[src/omc_map.svh]
// Register map, field positions and constants of the operating mode block
// Operation
// Hash-only indicator set: hash-filter both physical and multicast addresses.
// Start places receive in running, fetching from the current list position.
// No owned descriptor: suspend receive and set buffer unavailable status.
// Start honoured only while stopped; software sets list base first.
// Clear stops after current frame; next position kept for restart.
// Stop acts only while receive is running or suspended.
// Hash/perfect indicator clear: perfect filtering against setup address list.
// Indicator set: multicast hashed; physical hashed only with hash-only set.
// Threshold field picks 72..160 or 128..1024 bytes; bit 21 store-and-forward.
// Bits 18,22,23,24 select serial or MII port, rate, coding, scrambling.
// Loopback field: 00 normal, 01 internal, 10 external.
// Internal loopback on both ports also exercises coding and scrambler; pcs_en and scr_en come on only for the symbol port, never the serial port.
// Internal loopback on symbol port still sends symbols to network.
// Internal loopback on MII port holds MII transmit enable low.
// Filter bits decode perfect, inverse, promiscuous, pass-all-multicast.
// Only bit 0 set: 512-bit multicast hash plus one perfect address.
// Bits 2 and 0 set: 512-bit hash for multicast and physical.
// Receive-all accepts frames, still reports filter result as match.
// Software changes configuration fields only while processes stopped.
// Reset brings promiscuous receive mode on.
// Writes to read-only filter indicator bits are ignored.
`ifndef OMC_MAP_SVH
`define OMC_MAP_SVH
`define OMC_OFF_MODE    12'h000
`define OMC_OFF_STATUS  12'h004
`define OMC_OFF_RLB     12'h008
`define OMC_OFF_CURPOS  12'h00C
`define OMC_OFF_DECODE  12'h010
`define OMC_MODE_RST    32'h3200_0040
`define OMC_RO_MASK     32'h0000_0015
`define OMC_B_HP        0
`define OMC_B_RUN       1
`define OMC_B_HO        2
`define OMC_B_IF        4
`define OMC_B_PR        6
`define OMC_B_PM        7
`define OMC_B_LOOP_LO   10
`define OMC_B_LOOP_HI   11
`define OMC_B_THR_LO    14
`define OMC_B_THR_HI    15
`define OMC_B_PORT      18
`define OMC_B_SF        21
`define OMC_B_RATE10    22
`define OMC_B_PCS       23
`define OMC_B_SCR       24
`define OMC_B_RXALL     30
`define OMC_ST_RBU      7
`define OMC_ST_STATE_LO 8
`define OMC_ST_STATE_HI 9
`define OMC_ST_STOPP    10
`define OMC_ST_FRAME    11
`define OMC_DESC_STRIDE 32'h0000_0010
`define OMC_THR_S0      11'h048
`define OMC_THR_S1      11'h060
`define OMC_THR_S2      11'h080
`define OMC_THR_S3      11'h0A0
`define OMC_THR_F0      11'h080
`define OMC_THR_F1      11'h100
`define OMC_THR_F2      11'h200
`define OMC_THR_F3      11'h400
`endif

[src/omc_pkg.sv]
// Types shared by the operating mode block
package omc_pkg;
  typedef enum logic [1:0] {
    RX_STOPPED   = 2'b00,
    RX_FETCH     = 2'b01,
    RX_RUNNING   = 2'b10,
    RX_SUSPENDED = 2'b11
  } omc_rx_type;
  typedef enum logic [1:0] {
    LOOP_NORMAL = 2'b00,
    LOOP_INT    = 2'b01,
    LOOP_EXT    = 2'b10,
    LOOP_RSVD   = 2'b11
  } omc_loop_type;
  typedef enum logic [2:0] {
    FILT_PERF16  = 3'b000,
    FILT_HASH1   = 3'b001,
    FILT_HASHALL = 3'b010,
    FILT_INVERSE = 3'b011,
    FILT_PROMISC = 3'b100,
    FILT_ALLMC   = 3'b101,
    FILT_RSVD    = 3'b110
  } omc_filt_type;
  typedef struct packed {
    logic [31:0] mode;
    logic [31:0] rlb;
    logic [31:0] cur;
    logic [31:0] prdata;
    omc_rx_type  rx;
    logic        rbu;
    logic        desc_req;
    logic        frame;
    logic [1:0]  sync1;
    logic [1:0]  sync2;
    logic        clk_last;
    logic        match;
    logic        accept;
    logic        mii_txen;
    logic        sym_txen;
  } omc_state_type;
endpackage : omc_pkg
[src/omc_cfg_if.sv]
// Carrier between the register core and the configuration decoder
`timescale 1ns/100ps
interface omc_cfg_if;
  import omc_pkg::*;
  logic [31:0]  mode;
  logic [10:0]  thr_bytes;
  logic         store_fwd;
  logic         port_serial;
  logic         rate_100;
  logic         pcs_en;
  logic         scr_en;
  omc_loop_type loop;
  omc_filt_type filt;
  logic         mcast_hash;
  logic         phys_hash;
  modport dec (input mode, output thr_bytes, store_fwd, port_serial,
               rate_100, pcs_en, scr_en, loop, filt, mcast_hash,
               phys_hash);
  modport core (output mode, input thr_bytes, store_fwd, port_serial,
                rate_100, pcs_en, scr_en, loop, filt, mcast_hash,
                phys_hash);
endinterface : omc_cfg_if

[src/omc_cfg_decode.sv]
// Decoder of threshold, port, loopback and filter fields
`timescale 1ns/100ps
`include "omc_map.svh"
module omc_cfg_decode (
  // Configuration carrier
  omc_cfg_if.dec cfg
);
  import omc_pkg::*;

  function automatic omc_filt_type filt_dec(input logic [4:0] b);
    omc_filt_type f;
    f = FILT_RSVD;
    casez (b)
      5'b00000: f = FILT_PERF16;
      5'b00001: f = FILT_HASH1;
      5'b00011: f = FILT_HASHALL;
      5'b00100: f = FILT_INVERSE;
      5'b?100?: f = FILT_PROMISC;
      5'b01011: f = FILT_PROMISC;
      5'b1000?: f = FILT_ALLMC;
      5'b10011: f = FILT_ALLMC;
      default:  f = FILT_RSVD;
    endcase
    return f;
  endfunction : filt_dec

  logic [1:0] thr;
  assign thr = cfg.mode[`OMC_B_THR_HI:`OMC_B_THR_LO];

  always_comb begin
    cfg.port_serial = ~cfg.mode[`OMC_B_PORT];
    cfg.rate_100    = cfg.mode[`OMC_B_PORT] & ~cfg.mode[`OMC_B_RATE10];
    cfg.pcs_en      = cfg.rate_100 & cfg.mode[`OMC_B_PCS];
    cfg.scr_en      = cfg.pcs_en & cfg.mode[`OMC_B_SCR];
    cfg.store_fwd   = cfg.mode[`OMC_B_SF];
    case (thr)
      2'b00:   cfg.thr_bytes = cfg.rate_100 ? `OMC_THR_F0 : `OMC_THR_S0;
      2'b01:   cfg.thr_bytes = cfg.rate_100 ? `OMC_THR_F1 : `OMC_THR_S1;
      2'b10:   cfg.thr_bytes = cfg.rate_100 ? `OMC_THR_F2 : `OMC_THR_S2;
      default: cfg.thr_bytes = cfg.rate_100 ? `OMC_THR_F3 : `OMC_THR_S3;
    endcase
    cfg.loop = omc_loop_type'(
      cfg.mode[`OMC_B_LOOP_HI:`OMC_B_LOOP_LO]);
    cfg.filt = filt_dec({cfg.mode[`OMC_B_PM], cfg.mode[`OMC_B_PR],
                         cfg.mode[`OMC_B_IF], cfg.mode[`OMC_B_HO],
                         cfg.mode[`OMC_B_HP]});
    cfg.mcast_hash = cfg.mode[`OMC_B_HP];
    cfg.phys_hash  = cfg.mode[`OMC_B_HP] & cfg.mode[`OMC_B_HO];
  end
endmodule : omc_cfg_decode

[src/omc_mode_ctl.sv]
// Operating mode register, receive process control and APB slave
//
// Chosen here: the register addresses and the APB register port.
`timescale 1ns/100ps
`include "omc_map.svh"
module omc_mode_ctl (
  // Clock and reset
  input  wire logic        i_clk,
  input  wire logic        i_rstn,
  // APB slave
  input  wire logic        i_psel,
  input  wire logic        i_penable,
  input  wire logic        i_pwrite,
  input  wire logic [11:0] i_paddr,
  input  wire logic [31:0] i_pwdata,
  output logic      [31:0] o_prdata,
  output logic             o_pready,
  output logic             o_pslverr,
  // Setup-frame engine: loads the read-only filter indicators
  input  wire logic        i_setup_load,
  input  wire logic        i_setup_hp,
  input  wire logic        i_setup_ho,
  input  wire logic        i_setup_inv,
  // Receive descriptor engine
  output logic             o_desc_req,
  output logic      [31:0] o_desc_addr,
  input  wire logic        i_desc_done,
  input  wire logic        i_desc_owned,
  // Receive link pins
  input  wire logic        i_rx_clk,
  input  wire logic        i_rx_dv,
  // Destination address checks of the current frame
  input  wire logic        i_da_mcast,
  input  wire logic        i_da_perfect,
  input  wire logic        i_da_hash,
  output logic             o_addr_match,
  output logic             o_frame_accept,
  output logic             o_mcast_hash,
  output logic             o_phys_hash,
  output omc_pkg::omc_filt_type o_filt_mode,
  // Transmit path and port control
  input  wire logic        i_tx_en,
  output logic             o_mii_txen,
  output logic             o_sym_txen,
  output logic             o_loop_internal,
  output logic             o_loop_external,
  output logic             o_port_serial,
  output logic             o_rate_100,
  output logic             o_pcs_en,
  output logic             o_scr_en,
  output logic      [10:0] o_tx_threshold,
  output logic             o_store_fwd,
  // Receive process state
  output logic             o_rx_running,
  output logic             o_rx_suspended
);
  import omc_pkg::*;

  ////////////////////////////////////////////////////////////////////////
  // Helpers

  function automatic logic addr_hit(input logic [11:0] a);
    return (a == `OMC_OFF_MODE)   || (a == `OMC_OFF_STATUS) ||
           (a == `OMC_OFF_RLB)    || (a == `OMC_OFF_CURPOS) ||
           (a == `OMC_OFF_DECODE);
  endfunction : addr_hit

  // Address check result for one frame under a given filter mode
  function automatic logic filt_match(input omc_filt_type f,
                                      input logic mc,
                                      input logic perf,
                                      input logic hsh,
                                      input logic phys_hash);
    logic m;
    m = 1'b0;
    case (f)
      FILT_PERF16:  m = perf;
      FILT_HASH1:   m = mc ? hsh : perf;
      FILT_HASHALL: m = hsh;
      FILT_INVERSE: m = ~perf;
      FILT_PROMISC: m = 1'b1;
      FILT_ALLMC:   m = mc | (phys_hash ? hsh : perf);
      default:      m = perf;
    endcase
    return m;
  endfunction : filt_match

  ////////////////////////////////////////////////////////////////////////
  // Configuration decoder

  omc_cfg_if cfg ();

  omc_cfg_decode u_dec (
    .cfg (cfg)
  );

  omc_state_type q;
  omc_state_type d;

  assign cfg.mode = q.mode;

  ////////////////////////////////////////////////////////////////////////
  // Bus decode

  logic        setup_ph;
  logic        access_ph;
  logic        hit;
  logic        wr_mode;
  logic        wr_status;
  logic        wr_rlb;
  logic [31:0] decode_word;
  logic [31:0] status_word;
  logic [31:0] rd_mux;

  assign setup_ph  = i_psel & ~i_penable;
  assign access_ph = i_psel & i_penable;
  assign hit       = addr_hit(i_paddr);
  assign wr_mode   = access_ph & i_pwrite & (i_paddr == `OMC_OFF_MODE);
  assign wr_status = access_ph & i_pwrite & (i_paddr == `OMC_OFF_STATUS);
  assign wr_rlb    = access_ph & i_pwrite & (i_paddr == `OMC_OFF_RLB);

  always_comb begin
    decode_word        = '0;
    decode_word[10:0]  = cfg.thr_bytes;
    decode_word[11]    = cfg.store_fwd;
    decode_word[12]    = cfg.port_serial;
    decode_word[13]    = cfg.rate_100;
    decode_word[14]    = cfg.pcs_en;
    decode_word[15]    = cfg.scr_en;
    decode_word[17:16] = cfg.loop;
    decode_word[20:18] = cfg.filt;
    decode_word[21]    = cfg.mcast_hash;
    decode_word[22]    = cfg.phys_hash;
  end

  always_comb begin
    status_word = '0;
    status_word[`OMC_ST_RBU] = q.rbu;
    status_word[`OMC_ST_STATE_HI:`OMC_ST_STATE_LO] = q.rx;
    status_word[`OMC_ST_STOPP] = ~q.mode[`OMC_B_RUN] &
                                 (q.rx != RX_STOPPED);
    status_word[`OMC_ST_FRAME] = q.frame;
  end

  always_comb begin
    case (i_paddr)
      `OMC_OFF_MODE:   rd_mux = q.mode;
      `OMC_OFF_STATUS: rd_mux = status_word;
      `OMC_OFF_RLB:    rd_mux = q.rlb;
      `OMC_OFF_CURPOS: rd_mux = q.cur;
      `OMC_OFF_DECODE: rd_mux = decode_word;
      default:         rd_mux = '0;
    endcase
  end

  ////////////////////////////////////////////////////////////////////////
  // Link edge detection

  logic clk_rise;
  logic frame_start;
  logic frame_end;
  logic run;
  logic rbu_set;
  logic rbu_clr;
  logic mii_loop;

  assign clk_rise    = q.sync2[1] & ~q.clk_last;
  assign frame_start = clk_rise & ~q.frame & q.sync2[0];
  assign frame_end   = clk_rise & q.frame & ~q.sync2[0];
  assign run         = q.mode[`OMC_B_RUN];
  assign rbu_clr     = wr_status & i_pwdata[`OMC_ST_RBU];
  assign mii_loop    = (cfg.loop == LOOP_INT) & ~cfg.port_serial &
                       ~cfg.pcs_en;

  ////////////////////////////////////////////////////////////////////////
  // Next state

  always_comb begin
    d          = q;
    d.desc_req = 1'b0;
    rbu_set    = 1'b0;
    d.sync1    = {i_rx_clk, i_rx_dv};
    d.sync2    = q.sync1;
    d.clk_last = q.sync2[1];
    if (clk_rise) begin
      d.frame = q.sync2[0];
    end
    if (setup_ph) begin
      d.prdata = rd_mux;
    end
    // Indicator bits keep their value across software writes
    if (wr_mode) begin
      d.mode = (i_pwdata & ~`OMC_RO_MASK) |
               (q.mode & `OMC_RO_MASK);
    end
    if (i_setup_load) begin
      d.mode[`OMC_B_HP] = i_setup_hp;
      d.mode[`OMC_B_HO] = i_setup_ho;
      d.mode[`OMC_B_IF] = i_setup_inv;
    end
    if (wr_rlb) begin
      d.rlb = i_pwdata;
      if (q.rx == RX_STOPPED) begin
        d.cur = i_pwdata;
      end
    end
    case (q.rx)
      RX_STOPPED: begin
        if (run) begin
          d.rx       = RX_FETCH;
          d.desc_req = 1'b1;
        end
      end
      RX_FETCH: begin
        if (i_desc_done) begin
          if (i_desc_owned) begin
            d.rx = RX_RUNNING;
          end else begin
            d.rx    = RX_SUSPENDED;
            rbu_set = 1'b1;
          end
        end
      end
      RX_RUNNING: begin
        if (frame_end) begin
          d.cur = q.cur + `OMC_DESC_STRIDE;
          if (run) begin
            d.rx       = RX_FETCH;
            d.desc_req = 1'b1;
          end else begin
            d.rx = RX_STOPPED;
          end
        end else if (!run && !q.frame) begin
          d.rx = RX_STOPPED;
        end
      end
      RX_SUSPENDED: begin
        if (!run) begin
          d.rx = RX_STOPPED;
        end else if (frame_start) begin
          d.rx       = RX_FETCH;
          d.desc_req = 1'b1;
        end
      end
      default: begin
        d.rx = RX_STOPPED;
      end
    endcase
    // A new shortage beats a clear in the same cycle
    d.rbu = (q.rbu & ~rbu_clr) | rbu_set;
    d.match = filt_match(cfg.filt, i_da_mcast, i_da_perfect, i_da_hash,
                         cfg.phys_hash);
    d.accept = d.match | q.mode[`OMC_B_RXALL];
    d.mii_txen = i_tx_en & ~mii_loop;
    d.sym_txen = i_tx_en & cfg.pcs_en;
  end

  ////////////////////////////////////////////////////////////////////////
  // State register

  always_ff @(posedge i_clk or negedge i_rstn) begin
    if (!i_rstn) begin
      q.mode     <= `OMC_MODE_RST;
      q.rlb      <= '0;
      q.cur      <= '0;
      q.prdata   <= '0;
      q.rx       <= RX_STOPPED;
      q.rbu      <= 1'b0;
      q.desc_req <= 1'b0;
      q.frame    <= 1'b0;
      q.sync1    <= '0;
      q.sync2    <= '0;
      q.clk_last <= 1'b0;
      q.match    <= 1'b0;
      q.accept   <= 1'b0;
      q.mii_txen <= 1'b0;
      q.sym_txen <= 1'b0;
    end else begin
      q <= d;
    end
  end

  ////////////////////////////////////////////////////////////////////////
  // Outputs

  assign o_prdata        = q.prdata;
  assign o_pready        = 1'b1;
  assign o_pslverr       = access_ph & ~hit;
  assign o_desc_req      = q.desc_req;
  assign o_desc_addr     = q.cur;
  assign o_addr_match    = q.match;
  assign o_frame_accept  = q.accept;
  assign o_mcast_hash    = cfg.mcast_hash;
  assign o_phys_hash     = cfg.phys_hash;
  assign o_filt_mode     = cfg.filt;
  assign o_mii_txen      = q.mii_txen;
  assign o_sym_txen      = q.sym_txen;
  assign o_loop_internal = (cfg.loop == LOOP_INT);
  assign o_loop_external = (cfg.loop == LOOP_EXT);
  assign o_port_serial   = cfg.port_serial;
  assign o_rate_100      = cfg.rate_100;
  assign o_pcs_en        = cfg.pcs_en;
  assign o_scr_en        = cfg.scr_en;
  assign o_tx_threshold  = cfg.thr_bytes;
  assign o_store_fwd     = cfg.store_fwd;
  assign o_rx_running    = (q.rx == RX_RUNNING) || (q.rx == RX_FETCH);
  assign o_rx_suspended  = (q.rx == RX_SUSPENDED);
endmodule : omc_mode_ctl

[config.mk]
export PLATFORM = sky130hd
export DESIGN_NAME = omc_mode_ctl
export DESIGN_NICKNAME = d
export VERILOG_FILES = /design/src/omc_pkg.sv /design/src/omc_cfg_if.sv /design/src/omc_cfg_decode.sv /design/src/omc_mode_ctl.sv
export VERILOG_INCLUDE_DIRS = /design/src /design/src/src
export SDC_FILE = /design/constraint.sdc
export NUM_CORES = 1
export LEC_CHECK = 0
export BUFFER_PORTS_ARGS = -buffer_cell sky130_fd_sc_hd__buf_2
export CAP_MARGIN = 0
export CORE_UTILIZATION = 61
export CTS_BUF_LIST = sky130_fd_sc_hd__clkbuf_8
export CTS_CLUSTER_DIAMETER = 150
export DETAILED_ROUTE_END_ITERATION = 8
export GPL_ROUTABILITY_DRIVEN = 0
export PLACE_DENSITY = 0.85
export SYNTH_ARGS = -nofsm -noshare
export SYNTH_HDL_FRONTEND = slang
export SYNTH_SLANG_ARGS = --single-unit
[constraint.sdc]
create_clock -name i_clk -period 4.2 [get_ports i_clk]
set_input_delay 0.63 -clock i_clk [delete_from_list [all_inputs] [get_ports i_clk]]
set_output_delay 0.63 -clock i_clk [all_outputs]
set_load 0.05 [all_outputs]
==> results of run 1 <==
==> cell type report <==
class                   instances  area (sq um)  area share, %
flip-flops and latches        142          3560           42.8
repair buffers                160           830           9.98
inverters                      14          52.6          0.633
multi-input cells             469          3320           39.9
well taps                     168           210           2.53
clock buffers                  19           262           3.15
clock inverters                11          78.8          0.949
==> report_power, final <==
part	internal [mW]	total (mW)	switching, mW
Clock	0.479	0.977	0.498
Sequential	1.47	1.65	0.186
Combinational	0.230	0.888	0.658
Total	2.18	3.52	1.34
==> through the flow <==
step	utilization, %	instance area (sq um)	setup WS [ps]	std cells	power, mW
3_3_place_gp	65.8	7970	1220	953	2.52
4_1_cts	68.6	8310	620	983	3.51
5_1_grt	68.6	8310	493	983	3.65
6_report	68.6	8310	574	983	3.52
3_5_place_dp	65.8	7970	1120	953	2.55
2_1_floorplan	-	7660	1020	731	2.39
==> path summary, 6_finish.rpt <==
check	from	endpoint	slack, ps	depth (start not counted)
worst max-delay path	cfg.mode[0]$_DFFE_PN0P_	o_filt_mode[0]	570	6
worst min-delay path	i_rstn	o_prdata[3]$_DFFE_PN0P_	190	1
worst max register to register	cfg.mode[0]$_DFFE_PN0P_	o_prdata[18]$_DFFE_PN0P_	1320	8
worst min register to register	d[5]$_DFF_PN0_	q[5]$_DFF_PN0_	360	0
max in group asynchronous	i_rstn	cfg.mode[25]$_DFFE_PN1P_	3050	2
min in group i_clk	i_rx_clk	d[6]$_DFF_PN0_	290	1
==> routing by layer <==
metal  up-vias  global-route usage [%]  share of wire [%]
met2       432                    52.0                 48
met3        35                    7.92                 10
li1       2730                       -                  -
met5         -                       0                  0
met4         0                    12.0                1.7
met1      3070                    43.8                 40
==> logic make-up (layout without fill, tap and decap cells) <==
logic type / Yosys count / count (layout)
simple gates: 215 / 215
compound gates: 159 / 159
flops: 142 / 142
buf+inv: 120 / 204
mux: 84 / 84
fa+ha+maj: 6 / 6
other cells: 2 / 5
==> state kept, by name, indices dropped and copies added, names as in the netlist <==
name and flops:
cfg.mode 32, o_sym_txen 1, o_mii_txen 1, o_prdata 32, o_frame_accept 1, o_addr_match 1
o_desc_req 1, o_desc_addr 32, q 38, d 3
==> critical path: cells and delay by family (launching register included) <==
family	cells	cell delay, ps
and+or+nand+nor	2	700
DFF	1	650
adders and majority gates	1	280
AOI/OAI and AO/OA	2	620
buffers and inverters	1	290
==> layout by cell type (no fill, tap or decap), drive strengths merged, types with 2 or more instances in the layout <==
cell type  instances
conb               5
a22o               2
nor2b              6
o31ai              2
a222oi            25
and4bb             2
mux2i              6
buf              160
nand4              8
and3b              2
a211o              5
o22ai              8
nor4b              2
o21ai             56
or3                2
o32ai              2
a211oi            10
ha                 6
dfrtp            138
nand2             71
nand2b             8
mux2              78
nand3             16
or2                8
a21oi             26
a2bb2oi            3
a31oi              5
clkbuf            19
clkinv             6
dfstp              4
a221oi             5
and4               3
nor3              16
inv               17
and3               6
nor4               5
nor3b              6
nor2              46
and2               5
a311oi             2
==> results.sh, run 1 <==
export IMPL_ctsRootBufferMaster="clkbuf_8"
export IMPL_ys_seq_elements=142
export IMPL_die_width_microns=114
export IMPL_post_dp_hpwl_microns=14500
export IMPL_routedWlPerCell_microns=20.8
export IMPL_die_area_sq_mm=0.0130
export IMPL_synth_compound_area_share_pct=14.3
export IMPL_synth_warnings=0
export IMPL_antenna_found_initial=0
export IMPL_initial_core_util_pct=63.2
export IMPL_synth_top_family_by_area="simple AND/OR/NAND/NOR gates"
export IMPL_clock_latency_ps=450
export IMPL_critical_path_max_stage_delay_ps=650
export IMPL_clock_skew_final_ps=11.0
export IMPL_cts_buffers=17
export IMPL_synth_edf_count=0
export IMPL_holdWs_ps=192
export IMPL_yosysTopAreaCell="dfrtp_1"
export IMPL_grt_first_pass_wirelength_microns=32100
export IMPL_cpMaxStageDelayCell="dfrtp_1"
export IMPL_tns_ps=0
export IMPL_n_antenna_cell=0
export IMPL_h_tree_depth=4
export IMPL_ys_seq_area_share_pct=46.5
export IMPL_cts_hold_buf=0
export IMPL_hp_class="in2async"
export IMPL_core_area_sq_mm=0.0121
export IMPL_rsz0062_at_grt="no"
export IMPL_die_h_microns=114
export IMPL_ys_types=72
export IMPL_grt_pass1_vias=6129
export IMPL_routed_via_density=6.38
export IMPL_syn_instance_count=728
export IMPL_clock_sinks=142
export IMPL_peakVddDrop_mv=0.233
export IMPL_num_vias=6267
export IMPL_worstPathArrival_ps=3000
export IMPL_grt_start_max_net_pins=75
export IMPL_cp_required_ps=3570
export IMPL_period_needed_ps=3630
export IMPL_yosysMostFrequentCell="dfrtp_1"
export IMPL_synth_xor_area_share_pct=0
export IMPL_fill_cells=955
export IMPL_synth_area_sq_mm=0.00765
export IMPL_postSynthAreaPerCell_sq_um=10.5
export IMPL_worst_pin_slew_ps=1130
export IMPL_cts_tree="built"
export IMPL_layout_nets=871
export IMPL_slew_viol_final=0
export IMPL_clk_pin_slew_ps=70
export IMPL_port_buffers=151
export IMPL_cp_max_fo=14
export IMPL_grt_ovfl_total=0
export IMPL_start_kind="flip-flop"
export IMPL_clockBufferDepth=2
export IMPL_slew_headroom_pct=24.4
export IMPL_yosys_top_cells_count="138 x dfrtp_1, 80 x buf_4, 77 x mux2_2, 71 x nand2_1, 51 x o21ai_0"
export IMPL_crit_chain="a21bo_2 > a211o_1 > ha_1 > or4b_1 > nand3_1 > buf_2"
export IMPL_netlist_top_cells_area="dfrtp_1 45%, mux2_2 11%, buf_4 7.8%, nand2_1 3.5%, o21ai_0 3.3%"
export IMPL_synthSimpleGateAreaFrac_pct=15.4
export IMPL_ios=157
export IMPL_yosys_area_share_adder_pct=0.981
export IMPL_dr_first_iter_drc_count=786
export IMPL_finalCritPeriodShare_pct=86.3
export IMPL_hold_viol_final=0
export IMPL_cts_resized=0
export IMPL_ant_nets=0
export IMPL_critPathCaptureType="output port"
export IMPL_num_rows=40
export IMPL_area_growth_pct=8.59
export IMPL_async_flop_share_pct=100
export IMPL_route_detailed_drc=0
export IMPL_outcome="finished, final reports clean"
export IMPL_p_leak_nw=4.00
export IMPL_grt_use_total_pct=32.7
export IMPL_ys_dominant_reg_cell="dfrtp_1"
export IMPL_drt_pass1_iterations=9
export IMPL_crit_type="reg2out"
export IMPL_maxCapViolCount=0
export IMPL_setup_viol=0
export IMPL_cellPowerDensity_mw_per_mm2=423
export IMPL_wl_microns=20400
export IMPL_post_cts_buffers=0
export IMPL_drive_gt1_share_pct=36.3
export IMPL_synth_top_area_share_pct=45.1
export IMPL_fmax_mhz=276
export IMPL_post_synth_mux_area_share_pct=12.3
Note: power is estimated with default switching activity, not from simulation.
==> run 2: changes to the inputs <==
--- a/config.mk
+++ b/config.mk
@@ -6,6 +6,7 @@
 export SDC_FILE = /design/constraint.sdc
 export NUM_CORES = 1
 export LEC_CHECK = 0
+export ABC_AREA = 1
 export BUFFER_PORTS_ARGS = -buffer_cell sky130_fd_sc_hd__buf_2
 export CAP_MARGIN = 0
 export CORE_UTILIZATION = 61
@@ -14,6 +15,7 @@
 export DETAILED_ROUTE_END_ITERATION = 8
 export GPL_ROUTABILITY_DRIVEN = 0
 export PLACE_DENSITY = 0.85
+export REMOVE_ABC_BUFFERS = 1
 export SYNTH_ARGS = -nofsm -noshare
 export SYNTH_HDL_FRONTEND = slang
 export SYNTH_SLANG_ARGS = --single-unit
==> run 2 against run 1 <==
  * Sequential power hardly changed
  * Wire length is 10% higher
  * Fmax is 21% higher
  * Critical path depth is 4 higher
  * Cell count is 34% higher
  * Hold slack better by 61 ps
  * Utilization is 0.59 points lower
  * Sequential share of layout area is 3.3 points lower
==> results.sh, run 2 <==
export IMPL_routedWlPerCell_microns=17.1
export IMPL_fmax_mhz=334
export IMPL_ys_seq_area_share_pct=43.0
export IMPL_clk_pin_slew_ps=80
export IMPL_start_kind="flip-flop"
export IMPL_post_dp_hpwl_microns=15500
export IMPL_yosys_top_cells_count="238 x nand2_1, 138 x dfrtp_1, 119 x inv_1, 74 x nand3_1, 72 x buf_4"
export IMPL_initial_core_util_pct=62.5
export IMPL_final_common_cell="nand2_1"
export IMPL_peakVddDrop_mv=0.358
export IMPL_cts_hold_buf=0
export IMPL_sequentialPowerShare_pct=42.1
export IMPL_core_area_sq_mm=0.0132
export IMPL_h_tree_depth=4
export IMPL_slew_viol_final=0
export IMPL_synth_area_sq_mm=0.00828
export IMPL_num_vias=7747
export IMPL_cts_tree="built"
export IMPL_pwr_share_clk_pct=30.5
export IMPL_clockBufferDepth=2
export IMPL_grt_ovfl_total=0
export IMPL_multi_input_area_sq_mm=0.00347
export IMPL_yosysTopAreaCell="dfrtp_1"
export IMPL_synth_warnings=0
export IMPL_setup_viol=0
export IMPL_grt_use_total_pct=33.9
export IMPL_critical_path_max_stage_delay_ps=490
export IMPL_hold_viol_final=0
export IMPL_area_growth_pct=8.81
export IMPL_cts_buffers=17
export IMPL_async_flop_share_pct=100
export IMPL_dr_first_iter_drc_count=817
export IMPL_p_leak_nw=4.62
export IMPL_cp_max_fo=7
export IMPL_die_h_microns=118
export IMPL_ios=157
export IMPL_finalCritPeriodShare_pct=71.2
export IMPL_yosysMostFrequentCell="nand2_1"
export IMPL_ys_dominant_reg_cell="dfrtp_1"
export IMPL_ys_seq_elements=142
export IMPL_ctsRootBufferMaster="clkbuf_8"
export IMPL_postSynthAreaPerCell_sq_um=7.85
export IMPL_layout_common_cells="238 x nand2_1, 150 x buf_2, 138 x dfrtp_1"
export IMPL_die_width_microns=118
export IMPL_ant_nets=0
export IMPL_place_ws_ps=1200
export IMPL_drt_pass1_iterations=6
export IMPL_synth_edf_count=0
export IMPL_worst_pin_slew_ps=951
export IMPL_maxCapViolCount=0
export IMPL_layout_nets=1194
export IMPL_post_cts_buffers=0
export IMPL_rsz0062_at_grt="no"
export IMPL_netSwitchingFraction_pct=38.6
export IMPL_fin_util_pct=68.0
export IMPL_cp_required_ps=3570
export IMPL_cellPowerDensity_mw_per_mm2=434
export IMPL_grt_pass1_vias=7222
export IMPL_cpMaxStageDelayCell="dfrtp_1"
export IMPL_route_detailed_drc=0
export IMPL_crit_chain="nand2_1 > inv_1 > nand3_1 > nand3_1 > inv_1 > ha_1 > nand2_1 > nor2_1 > nor2_2 > buf_2"
export IMPL_n_antenna_cell=0
export IMPL_grt_start_max_net_pins=102
export IMPL_crit_type="reg2out"
export IMPL_critPathCaptureType="output port"
export IMPL_top_register="q"
export IMPL_seqCellArea_sq_mm=0.00356
export IMPL_setup_ws_ps=1210
export IMPL_power_switching_mw=1.51
export IMPL_tns_ps=0
export IMPL_p_comb_share_pct=27.4
export IMPL_period_needed_ps=2990
export IMPL_port_buffers=151
export IMPL_clock_sinks=142
export IMPL_clock_latency_ps=470
export IMPL_outcome="finished, final reports clean"
export IMPL_drive_gt1_share_pct=22.0
export IMPL_p_int_mw=2.40
export IMPL_cts_resized=0
export IMPL_synth_top_area_share_pct=41.7
export IMPL_clock_skew_final_ps=13.1
export IMPL_wl_microns=22500
export IMPL_ys_types=49
export IMPL_num_rows=42
export IMPL_hp_class="in2async"
export IMPL_worstPathArrival_ps=2360
export IMPL_largest_reg_flops=38
export IMPL_syn_instance_count=1055
export IMPL_slew_headroom_pct=36.5
export IMPL_antenna_found_initial=0
export IMPL_routed_via_density=5.89
export IMPL_die_area_sq_mm=0.0140
export IMPL_netlist_top_cells_area="dfrtp_1 42%, nand2_1 11%, buf_4 6.5%, inv_1 5.4%, nand3_1 4.5%"
export IMPL_grt_first_pass_wirelength_microns=36900
export IMPL_fill_cells=1108
## run 2: cell types whose count changed in the layout (fill, tap and decap cells not counted), sizes merged, moves of 8 or more
| cell | change |
|---|---|
| o211ai | +19 |
| nand3 | +62 |
| a222oi | -25 |
| inv | +111 |
| o21ai | +55 |
| nor2 | +41 |
| nor3 | +8 |
| mux2 | -78 |
| nand2 | +174 |
| a22o | +10 |
| o2111ai | +9 |
| nand2b | -8 |
| a21oi | +10 |
## run 2: final cells by class
class / instances / share of cell area, %
well taps: 176 / 2.45
multi-input cells: 677 / 38.6
clock buffers: 22 / 3.36
clock inverters: 10 / 1.49
flip-flops and latches: 142 / 39.5
repair buffers: 161 / 9.29
inverters: 128 / 5.33
## run 2: path summary, 6_finish.rpt
kind	startpoint	endpoint	slack (ps)	cells after the start
worst max-delay path	cfg.mode[0]$_DFFE_PN0P_	o_filt_mode[0]	1210	10
worst min-delay path	i_rstn	q[108]$_DFFE_PN0P_	250	1
worst max register to register	q[12]$_DFFE_PN0P_	o_desc_addr[22]$_DFF_PN0_	1940	8
worst min register to register	d[5]$_DFF_PN0_	q[5]$_DFF_PN0_	350	0
max in group asynchronous	i_rstn	cfg.mode[6]$_DFFE_PN1P_	2990	2
min in group i_clk	i_rx_dv	d[5]$_DFF_PN0_	260	1
## run 2: power by group through the flow
| stage | sequential (mW) | clock, mW | combinational [mW] |
|---|---|---|---|
| finish | 1.65 | 1.19 | 1.07 |
| global route | 1.66 | 1.26 | 1.15 |
| CTS | 1.64 | 1.20 | 1.07 |
| detailed placement | 1.66 | 0 | 1.07 |
| global placement | 1.66 | 0 | 1.05 |
| floorplan | 1.93 | 0 | 0.477 |
## run 2: logic make-up after synthesis
group / Yosys count / share of synthesized area, %
DFF: 142 / 43.0
other: 2 / 0.0907
AOI/OAI and AO/OA: 208 / 15.4
and+or+nand+nor: 454 / 25.0
buffers and inverters: 239 / 15.2
xor gates and xnor gates: 4 / 0.423
adders and majority gates: 6 / 0.907
## run 2: metrics by stage
step	instances	hold slack [ps]	area [sq um]	power [mW]
2_1_floorplan	947	331	7510	2.41
3_3_place_gp	1284	335	8570	2.71
3_5_place_dp	1284	335	8570	2.73
4_1_cts	1316	248	9010	3.91
5_1_grt	1316	243	9010	4.08
6_report	1316	253	9010	3.91
## run 2: routing by layer
layer | up-vias | GRT usage, % | routed length (microns)
met4 | 0 | 16.8 | 947
met5 | - | 0 | 0
li1 | 3528 | - | -
met2 | 522 | 52.5 | 10300
met3 | 93 | 7.05 | 2310
met1 | 3604 | 45.5 | 8920
## run 2: critical path: cells and delay by family (launching register included)
family / cells / cell delay (ps)
fa+ha+maj: 1 / 210
buf+inv: 3 / 540
flops: 1 / 490
simple gates: 6 / 640
